[src/logic/vic_pkg.sv]
// shared constants and carrier types of the vectored interrupt control block
package vic_pkg;

  // ==========================================================================
  // source layout
  // ==========================================================================
  localparam int N_MASK     = 13;   // maskable sources, rank order
  localparam int N_RANK     = 16;   // arbitration ranks incl. trap and default
  localparam int RANK_W     = 4;
  localparam int MASK_FIRST = 2;    // rank of maskable source 0
  localparam logic [RANK_W-1:0] RANK_TRAP    = 4'h0;
  localparam logic [RANK_W-1:0] RANK_DEFAULT = 4'hF;

  // ==========================================================================
  // register map (byte wide)
  // ==========================================================================
  localparam logic [7:0] REG_EN_LO   = 8'h00;
  localparam logic [7:0] REG_EN_HI   = 8'h01;
  localparam logic [7:0] REG_PEND_LO = 8'h02;
  localparam logic [7:0] REG_PEND_HI = 8'h03;
  localparam logic [7:0] REG_STATUS    = 8'h04;
  localparam int         HI_BITS       = N_MASK - 8;
  localparam int         STATUS_IRQ_EN = 0;
  localparam int         STATUS_TRAP   = 1;
  localparam int         STATUS_NMI    = 2;
  localparam int         STATUS_BOOT   = 3;

  // ==========================================================================
  // acknowledge timing
  // ==========================================================================
  localparam logic [15:0] SERVICE_ADDR = 16'h00FF;
  localparam logic [7:0]  VEC_TOP      = 8'hFE;
  localparam int          ACK_TC       = 7;      // instruction cycles
  localparam int          TC_NS        = 1000;   // one instruction cycle
  localparam int          CLK_NS       = 100;
  localparam int          CLK_PER_TC   = (TC_NS + CLK_NS - 1) / CLK_NS;

  // ==========================================================================
  // carriers
  // ==========================================================================
  typedef struct packed {
    logic boundary;   // start of an instruction
    logic skip;       // that instruction is being skipped
    logic trap;       // software trap executed
    logic return_from_irq;            // return from interrupt executed
    logic vector_select_instruction;  // vector select executed
    logic boot_rom;   // executing from boot rom
  } vic_cpu_t;

  typedef struct packed {
    logic        busy;
    logic        push;
    logic        pc_load;
    logic [15:0] pc;
  } vic_ack_t;

  typedef struct packed {
    logic       valid;
    logic [7:0] hi_addr;
  } vic_vsel_t;

endpackage : vic_pkg
[src/logic/vic_arbiter.sv]
// fixed priority finder: lowest index wins, last index when nothing requests
`timescale 1ns/1ps
module vic_arbiter #(
  parameter int N = 16
) (
  input  wire logic [N-1:0]         req_i,
  output logic                      found_o,
  output logic [$clog2(N)-1:0]      rank_o
);

  if (N < 2)
  begin : g_chk
    $error("vic_arbiter needs at least two ranks");
  end

  always_comb
  begin
    found_o = 1'b0;
    rank_o  = ($clog2(N))'(N - 1);
    for (int i = N - 1; i >= 0; i--)
    begin
      if (req_i[i])
      begin
        found_o = 1'b1;
        rank_o  = ($clog2(N))'(i);
      end
    end
  end

endmodule : vic_arbiter

[src/logic/vic_core.sv]
// vectored interrupt control: pending, enables, arbitration and acknowledge
//
// Operation
// - every acknowledge loads the program counter with one fixed service address.
// - software trap ranks highest, default vector-select entry ranks lowest.
// - fourteen vectored sources, thirteen maskable, each with fixed rank and vector.
// - all but the trap are maskable, each with own enable and pending.
// - a source event sets its pending flag whatever the enables say.
// - maskable pending and enable bits are software read/write registers.
// - trigger needs enable, global enable, no trap service, at instruction start.
// - maskable requests wait while the trap routine runs.
// - highest ranked qualified source served first, the others stay pending.
// - reset clears pending flags, enables and global enable.
// - enabling an already pending source triggers at once.
// - events mid-instruction are taken at the next normal instruction start.
// - a skipped instruction completes before the acknowledge.
// - acknowledge clears global enable, pushes, jumps; seven instruction cycles.
// - writing one to the status word global enable re-enables nesting.
// - return sets global enable and ends trap service.
// - requests still qualified at return are served right after it.
// - boot rom execution holds off interrupts, global enable untouched.
// - each source keeps at most one outstanding occurrence.
// - vector select finds top enabled pending source, two-byte entry, high first.
// - vector select with nothing enabled and pending uses the default entry.
`timescale 1ns/1ps
module vic_core #(
  parameter int TC_CLKS = vic_pkg::CLK_PER_TC
) (
  input  wire logic                       clk_i,
  input  wire logic                       rst_i,
  input  wire logic [7:0]                 addr_i,
  input  wire logic [7:0]                 wdata_i,
  input  wire logic                       wr_i,
  input  wire logic                       rd_i,
  output logic      [7:0]                 rdata_o,
  input  wire logic [vic_pkg::N_MASK-1:0] src_event_i,
  input  wire vic_pkg::vic_cpu_t          cpu_i,
  output vic_pkg::vic_ack_t               ack_o,
  output vic_pkg::vic_vsel_t              vsel_o
);

  localparam int ACK_CLKS = vic_pkg::ACK_TC * TC_CLKS;
  localparam int ACK_LAST = ACK_CLKS - 1;

  // the length check is one plain delay, which must stay short
  if (TC_CLKS < 1 || ACK_CLKS < 2 || ACK_CLKS > 301)
  begin : g_chk
    $error("vic_core: unusable instruction cycle length");
  end

  // ==========================================================================
  // helpers
  // ==========================================================================
  function automatic logic [vic_pkg::N_RANK-1:0] to_ranks(
    input logic                       trap,
    input logic [vic_pkg::N_MASK-1:0] mask
  );
    logic [vic_pkg::N_RANK-1:0] r;
    r = '0;
    r[vic_pkg::RANK_TRAP] = trap;
    r[vic_pkg::MASK_FIRST +: vic_pkg::N_MASK] = mask;
    return r;
  endfunction : to_ranks

  // high byte sits at the lower address, entries descend with rank
  function automatic logic [7:0] entry_hi(input logic [vic_pkg::RANK_W-1:0] rank);
    return vic_pkg::VEC_TOP - {3'h0, rank, 1'b0};
  endfunction : entry_hi

  localparam logic [7:0] HI_DEFAULT = entry_hi(vic_pkg::RANK_DEFAULT);

  // ==========================================================================
  // state
  // ==========================================================================
  typedef enum logic [0:0] {
    ST_IDLE,
    ST_ACK
  } vic_state_t;

  vic_state_t                  state_r;
  logic [15:0]                 cnt_r;
  logic [vic_pkg::N_MASK-1:0]  en_r;
  logic [vic_pkg::N_MASK-1:0]  pend_r;
  logic [vic_pkg::N_MASK-1:0]  pend_nxt;
  logic                        global_irq_enable_r;
  logic                        trap_pend_r;
  logic                        nmi_act_r;
  vic_pkg::vic_ack_t           ack_r;
  vic_pkg::vic_vsel_t          vsel_r;
  logic [7:0]                  rdata_r;

  logic [vic_pkg::N_RANK-1:0]  qual_vec;
  logic [vic_pkg::N_RANK-1:0]  sel_vec;
  logic                        qual_any;
  logic [vic_pkg::RANK_W-1:0]  take_rank;
  logic                        sel_any;
  logic [vic_pkg::RANK_W-1:0]  sel_rank;
  logic                        take;
  logic                        take_trap;
  logic                        wr_en_lo;
  logic                        wr_en_hi;
  logic                        wr_pend_lo;
  logic                        wr_pend_hi;
  logic                        wr_status;

  assign wr_en_lo   = wr_i && addr_i == vic_pkg::REG_EN_LO;
  assign wr_en_hi   = wr_i && addr_i == vic_pkg::REG_EN_HI;
  assign wr_pend_lo = wr_i && addr_i == vic_pkg::REG_PEND_LO;
  assign wr_pend_hi = wr_i && addr_i == vic_pkg::REG_PEND_HI;
  assign wr_status  = wr_i && addr_i == vic_pkg::REG_STATUS;

  // ==========================================================================
  // arbitration
  // ==========================================================================
  // trap service holds off everything, a second trap included
  assign qual_vec = to_ranks(trap_pend_r && !nmi_act_r,
                             en_r & pend_r & {vic_pkg::N_MASK{global_irq_enable_r && !nmi_act_r}});
  assign sel_vec  = to_ranks(trap_pend_r, en_r & pend_r);

  vic_arbiter #(
    .N (vic_pkg::N_RANK)
  ) u_take_arb (
    .req_i   (qual_vec),
    .found_o (qual_any),
    .rank_o  (take_rank)
  );

  vic_arbiter #(
    .N (vic_pkg::N_RANK)
  ) u_sel_arb (
    .req_i   (sel_vec),
    .found_o (sel_any),
    .rank_o  (sel_rank)
  );

  // only at the start of a normally executed instruction, never from boot rom
  assign take      = state_r == ST_IDLE && cpu_i.boundary && !cpu_i.skip
                     && !cpu_i.boot_rom && qual_any;
  assign take_trap = take && take_rank == vic_pkg::RANK_TRAP;

  // ==========================================================================
  // pending and enable registers
  // ==========================================================================
  // a single flag per source: repeats while pending merge into it
  always_comb
  begin
    pend_nxt = pend_r;
    if (wr_pend_lo)
      pend_nxt[7:0] = wdata_i;
    if (wr_pend_hi)
      pend_nxt[vic_pkg::N_MASK-1:8] = wdata_i[vic_pkg::HI_BITS-1:0];
    pend_nxt = pend_nxt | src_event_i;
  end

  always_ff @(posedge clk_i or posedge rst_i)
  begin
    if (rst_i)
      pend_r <= '0;
    else
      pend_r <= pend_nxt;
  end

  always_ff @(posedge clk_i or posedge rst_i)
  begin
    if (rst_i)
      en_r <= '0;
    else
    begin
      if (wr_en_lo)
        en_r[7:0] <= wdata_i;
      if (wr_en_hi)
        en_r[vic_pkg::N_MASK-1:8] <= wdata_i[vic_pkg::HI_BITS-1:0];
    end
  end

  // ==========================================================================
  // global enable and trap service
  // ==========================================================================
  // acknowledge beats return and software write in the same cycle
  always_ff @(posedge clk_i or posedge rst_i)
  begin
    if (rst_i)
      global_irq_enable_r <= 1'b0;
    else if (take)
      global_irq_enable_r <= 1'b0;
    else if (cpu_i.return_from_irq)
      global_irq_enable_r <= 1'b1;
    else if (wr_status)
      global_irq_enable_r <= wdata_i[vic_pkg::STATUS_IRQ_EN];
  end

  // trap event wins over its own acknowledge clear
  always_ff @(posedge clk_i or posedge rst_i)
  begin
    if (rst_i)
      trap_pend_r <= 1'b0;
    else
      trap_pend_r <= (trap_pend_r && !take_trap) || cpu_i.trap;
  end

  always_ff @(posedge clk_i or posedge rst_i)
  begin
    if (rst_i)
      nmi_act_r <= 1'b0;
    else if (take_trap)
      nmi_act_r <= 1'b1;
    else if (cpu_i.return_from_irq)
      nmi_act_r <= 1'b0;
  end

  // ==========================================================================
  // acknowledge sequence
  // ==========================================================================
  always_ff @(posedge clk_i or posedge rst_i)
  begin
    if (rst_i)
    begin
      state_r <= ST_IDLE;
      cnt_r   <= '0;
    end
    else
    begin
      case (state_r)
        ST_IDLE:
        begin
          if (take)
          begin
            state_r <= ST_ACK;
            cnt_r   <= 16'(ACK_CLKS - 1);
          end
        end
        ST_ACK:
        begin
          if (cnt_r == '0)
            state_r <= ST_IDLE;
          else
            cnt_r <= cnt_r - 16'h0001;
        end
        default:
          state_r <= ST_IDLE;
      endcase
    end
  end

  always_ff @(posedge clk_i or posedge rst_i)
  begin
    if (rst_i)
    begin
      ack_r.busy    <= 1'b0;
      ack_r.push    <= 1'b0;
      ack_r.pc_load <= 1'b0;
      ack_r.pc      <= vic_pkg::SERVICE_ADDR;
    end
    else
    begin
      ack_r.busy    <= take || (state_r == ST_ACK && cnt_r != '0);
      ack_r.push    <= take;
      ack_r.pc_load <= state_r == ST_ACK && cnt_r == 16'h0001;
      ack_r.pc      <= vic_pkg::SERVICE_ADDR;
    end
  end

  // ==========================================================================
  // vector select
  // ==========================================================================
  always_ff @(posedge clk_i or posedge rst_i)
  begin
    if (rst_i)
    begin
      vsel_r.valid   <= 1'b0;
      vsel_r.hi_addr <= HI_DEFAULT;
    end
    else
    begin
      vsel_r.valid <= cpu_i.vector_select_instruction;
      if (cpu_i.vector_select_instruction)
        vsel_r.hi_addr <= entry_hi(sel_rank);
    end
  end

  // ==========================================================================
  // register read port
  // ==========================================================================
  always_ff @(posedge clk_i or posedge rst_i)
  begin
    if (rst_i)
      rdata_r <= '0;
    else if (rd_i)
    begin
      case (addr_i)
        vic_pkg::REG_EN_LO:   rdata_r <= en_r[7:0];
        vic_pkg::REG_EN_HI:   rdata_r <= 8'(en_r[vic_pkg::N_MASK-1:8]);
        vic_pkg::REG_PEND_LO: rdata_r <= pend_r[7:0];
        vic_pkg::REG_PEND_HI: rdata_r <= 8'(pend_r[vic_pkg::N_MASK-1:8]);
        vic_pkg::REG_STATUS:
        begin
          rdata_r <= 8'h00;
          rdata_r[vic_pkg::STATUS_IRQ_EN] <= global_irq_enable_r;
          rdata_r[vic_pkg::STATUS_TRAP]   <= trap_pend_r;
          rdata_r[vic_pkg::STATUS_NMI]    <= nmi_act_r;
          rdata_r[vic_pkg::STATUS_BOOT]   <= cpu_i.boot_rom;
        end
        default:              rdata_r <= 8'h00;
      endcase
    end
    else
      rdata_r <= 8'h00;
  end

  assign rdata_o = rdata_r;
  assign ack_o   = ack_r;
  assign vsel_o  = vsel_r;
endmodule : vic_core

[config.mk]
export PLATFORM = sky130hd
export DESIGN_NAME = vic_core
export DESIGN_NICKNAME = d
export VERILOG_FILES = /design/src/logic/vic_pkg.sv /design/src/logic/vic_arbiter.sv /design/src/logic/vic_core.sv
export SDC_FILE = /design/constraint.sdc
export NUM_CORES = 1
export LEC_CHECK = 0
export BUFFER_PORTS_ARGS = -buffer_cell sky130_fd_sc_hd__buf_2
export CAP_MARGIN = 10
export CORE_MARGIN = 2
export CORE_UTILIZATION = 50
export CTS_CLUSTER_DIAMETER = 100
export DETAILED_ROUTE_END_ITERATION = 16
export GPL_ROUTABILITY_DRIVEN = 0
export PLACE_DENSITY = 0.77
export SLEW_MARGIN = 20
export SYNTH_ARGS = -nofsm -noshare
export SYNTH_HDL_FRONTEND = slang
export SYNTH_SLANG_ARGS = --single-unit
[constraint.sdc]
create_clock -name clk_i -period 2.75 [get_ports clk_i]
set_input_delay 0.6875 -clock clk_i [delete_from_list [all_inputs] [get_ports clk_i]]
set_output_delay 0.6875 -clock clk_i [all_outputs]
set_load 0.03 [all_outputs]
==> results.md <==
Outcome:
- The run finished with clean final reports.

Cells and area:
- The synthesis-to-layout area growth is 15.18%.
- The antenna diode count is 0.
- The area occupied by multi-input gates is 0.001481 mm2.
- Summing all non-filler instances in the final layout gives an area of 0.003656 mm2.
- Measured on the finished design, the core utilization comes to 58.58%.
- Registers take 0.001551 mm2.
- The fill cell total of the finished layout is 561.
- Excluding fillers, the count of instances in the completed layout stands at 453.
- For this run, the post-layout net count is 412.
- In the final layout, the share of cells above drive strength 1 is 21.81%.

Global route:
- The pin count of the biggest net entering global routing is 28.
- The global-route wire length before repair is 11.81 mm.
- The via count of the first global-routing pass was 2574.
- Summed over all layers, the global routing overflow is 0.
- The overall track demand over capacity in global routing is 21.45%.
- The number of antenna violations at the first check in global routing is 0.

Synth:
- A synthesized cell averages 10.14 um2.
- The unique cell type count in the Yosys netlist is 54.
- The post-synthesis async set-or-reset flop share is 100.0%.
- In the post-synthesis netlist, the cell with the most instances is sky130_fd_sc_hd__dfrtp_1.
- Counting instances in the post-synthesis netlist gives the leading cell types as sky130_fd_sc_hd__dfrtp_1 (62), sky130_fd_sc_hd__nor2_1 (37), sky130_fd_sc_hd__nand2_1 (23), sky130_fd_sc_hd__nor3_1 (23), sky130_fd_sc_hd__a21oi_1 (21).
- In this run, synthesis inferred 0 flip-flops with an integrated enable.
- Summed over its instances, the top area cell type makes up 48.88% of the synthesized netlist area.
- Ranked by total cell area, the synthesized netlist is headed by sky130_fd_sc_hd__dfrtp_1 (49%), sky130_fd_sc_hd__mux2_1 (5.7%), sky130_fd_sc_hd__buf_4 (4.7%).
- Sequential cells were found to cover 48.88% of the synthesized design area.
- The total number of yosys warnings is 0.
- The mapped netlist covers 0.003174 mm2.
- In the synthesized netlist, the number of instances is 313.
- The library cell occupying the most area in the post-synthesis netlist is sky130_fd_sc_hd__dfrtp_1.
- The most frequently used flop master after synthesis is sky130_fd_sc_hd__dfrtp_1.
- After synthesis the netlist holds a flip-flop and latch count of 62.

Floorplan:
- The die boundary width is 83.68 um.
- During I/O placement, the number of pins put on the boundary was 75.
- The die is 83.68 um tall.
- The floorplan step defined a core boundary enclosing 0.006241 mm2.
- Once the floorplan was initialized, standard cells occupied 50.86% of the core.
- The number of rows created at floorplan is 29.
- The area enclosed by the die boundary is 0.007002 mm2.

STA:
- The number of max-slew violations in the final report came to 0.
- The minimum clock period is 2.288 ns.
- The worst setup skew after layout is 0.007040 ns.
- The setup total negative slack is 0 ns.
- The final number of hold-violating endpoints is 0.
- Setup repair after global routing left no endpoint under its margin.
- The final critical path takes up 83.19% of the cycle.
- Setup violations remaining at the end of the flow were counted as 0.
- The maximum clock rate is 437.1 MHz.
- The slew at the pin closest to its max-slew limit is 0.5400 ns.
- Headroom to the max-slew limit came out at 63.95%.
- The final worst setup slack is 0.4623 ns.

Min path:
- The worst hold path belongs to the class input port to async pin.

Worst setup path:
- The peak fanout along the critical path is 5.
- The arrival time of data at the critical path endpoint is 2.51 ns.
- The endpoint required time on the critical path is 2.97 ns.
- The number of cells on the worst reg-to-reg path is 5.
- The worst register-to-register path begins at cnt_r[10].
- The kind of end point of the critical path is a flip-flop.
- Among all stages on the critical path, the largest delay is contributed by sky130_fd_sc_hd__or4_1.
- The end of the worst register-to-register path is cnt_r[15].
- The worst-case register-to-register setup slack is 0.51 ns.
- Traced cell by cell, the critical path runs through buf_2, or4_1, nor4b_2, nand2_1, mux2_1.
- The worst stage delay on the critical path is 0.61 ns.
- The critical path launch point type is an input port.
- By startpoint and endpoint, the worst setup path is classified as input port to flip-flop.

Drt:
- The final layout contains routed wiring with a total length of 6.874 mm.
- The total iterations of the first detailed-routing run is 4.
- The via count normalized by instance count is 5.499.
- In the routed design, unresolved DRC markers number 0.
- The number of nets with antenna violations after routing is 0.
- Dividing the detail-routed wire length by the instance count gives 15.17 um.
- In this run, the number of DRC markers left after iteration 0 of detailed routing was 147.
- The number of vias after detailed routing is 2491.

CTS:
- At the later pin of the worst-skew pair, clock insertion delay measures 0.34 ns.
- In this run, CTS created clock tree buffers numbering 9.
- The root buffer cell is sky130_fd_sc_hd__clkbuf_8.
- The number of gates resized after cts is 0.
- Clock-pin slew was measured on the worst setup and hold paths at 0.07 ns.
- The number of buffers added to fix hold violations after cts is 0.
- The number of setup buffers added after CTS is 0.
- In this run the number of H-tree levels came out at 3.
- TritonCTS built the clock tree.
- The maximum buffer depth of the clock tree is 2.
- The total clock sinks is 62.

Power:
- The worst-case IR drop observed on VDD is 0.0002938 V.
- The power per cell area is 523.8 mW/mm2.
- Summed over all cells, the static leakage comes to 1.635 nW.

Place:
- Summed over all nets, the half-perimeter wirelength after detailed placement is 5.171 mm.
- The instance area at placement is 0.003456 mm2.
- The total of buffers placed on input and output ports is 54.
- Once placement completed, the tool counted placed cells totaling 437.
- The worst slack at placement is 0.1382 ns.

Run:
- The tool flagged a number of max-cap violations equal to 0.
## layer usage
metal / part of all wire [%] / vias up / track usage [%]
li1: - / 1205 / -
met1: 42 / 1199 / 25.15
met2: 50 / 66 / 36.29
met3: 4.9 / 21 / 4.352
met4: 3.4 / 0 / 12.76
met5: 0 / - / 0
## state kept, by name, indices dropped and copies added (netlist names)
register and cells:
en_r 13, pend_r 13, trap_pend_r 1, nmi_act_r 1, rdata_o 8, global_irq_enable_r 1
vsel_o 5, state_r 1, cnt_r 16, ack_o 3
## critical path: cells and delay by family
family / cells / cell delay [ns]
AND/OR/NAND/NOR: 3 / 1.34
multiplexers: 1 / 0.38
buffers and inverters: 1 / 0.09
## metrics by stage
step,power (W),hold WS (ns)
floorplan,0.001085,0.4442
global placement,0.001120,0.4661
detailed placement,0.001123,0.4823
CTS,0.001936,0.3951
global route,0.002005,0.4352
finish,0.001915,0.3873
## layout make-up
type / instances / share of cell area, %
clock buffer: 12 / 4.244
clock inverter: 4 / 1.232
inverter: 5 / 0.5133
multi-input combinational: 234 / 40.52
sequential: 62 / 42.44
tap: 77 / 2.635
timing repair buffer: 59 / 8.419
## power by group
part / total [W] / internal (W) / leakage [nW] / switching (W)
Sequential: 0.000932 / 0.000922 / 0.696 / 0.00000998
Combinational: 0.000174 / 0.0000589 / 0.834 / 0.000115
Clock: 0.000809 / 0.000464 / 0.106 / 0.000345
## kinds of logic (layout without fill, tap and decap cells)
family          Yosys count  after routing  share of synthesized area (%)
buf+inv                  35             80                          6.583
compound gates           54             54                          11.20
mux                      28             28                          9.854
simple gates            121            121                          19.98
xor+xnor                  9              9                          2.483
other cells               2             20                         0.2366
flops                    62             62                          48.88
fa+ha+maj                 2              2                         0.7882
## cells in the final DEF, fill, tap and decap left out, types with 2 or more instances in the layout
cell type	n
sky130_fd_sc_hd__buf_2	54
sky130_fd_sc_hd__dfrtp_1	62
sky130_fd_sc_hd__clkbuf_8	11
sky130_fd_sc_hd__xnor2_1	7
sky130_fd_sc_hd__clkinv_2	3
sky130_fd_sc_hd__or4_1	5
sky130_fd_sc_hd__o21ai_0	2
sky130_fd_sc_hd__inv_1	4
sky130_fd_sc_hd__nor4_1	6
sky130_fd_sc_hd__mux2i_1	11
sky130_fd_sc_hd__nor2_1	37
sky130_fd_sc_hd__nand3b_1	2
sky130_fd_sc_hd__nand3_1	4
sky130_fd_sc_hd__a22oi_1	6
sky130_fd_sc_hd__o2111ai_1	2
sky130_fd_sc_hd__xor2_1	2
sky130_fd_sc_hd__conb_1	20
sky130_fd_sc_hd__buf_4	5
sky130_fd_sc_hd__a32o_1	2
sky130_fd_sc_hd__o21ai_1	2
sky130_fd_sc_hd__ha_1	2
sky130_fd_sc_hd__mux2_1	16
sky130_fd_sc_hd__nor3_1	23
sky130_fd_sc_hd__nor4bb_1	2
sky130_fd_sc_hd__o22ai_1	5
sky130_fd_sc_hd__nand2b_1	6
sky130_fd_sc_hd__a21oi_1	21
sky130_fd_sc_hd__a22o_1	3
sky130_fd_sc_hd__nand2_1	23
## worst max path at each step
stage | from | end | cells past startpoint | slack [ns]
after floorplan | addr_i[5] | en_r[10] | 4 | 0.43
after global placement | addr_i[5] | en_r[9] | 5 | 0.24
after detailed placement | addr_i[5] | en_r[12] | 5 | 0.14
after CTS | addr_i[5] | en_r[12] | 5 | 0.49
after global routing | cnt_r[10] | cnt_r[15] | 5 | 0.35
final | addr_i[5] | en_r[12] | 5 | 0.46
(Power assumes the default switching activity.)
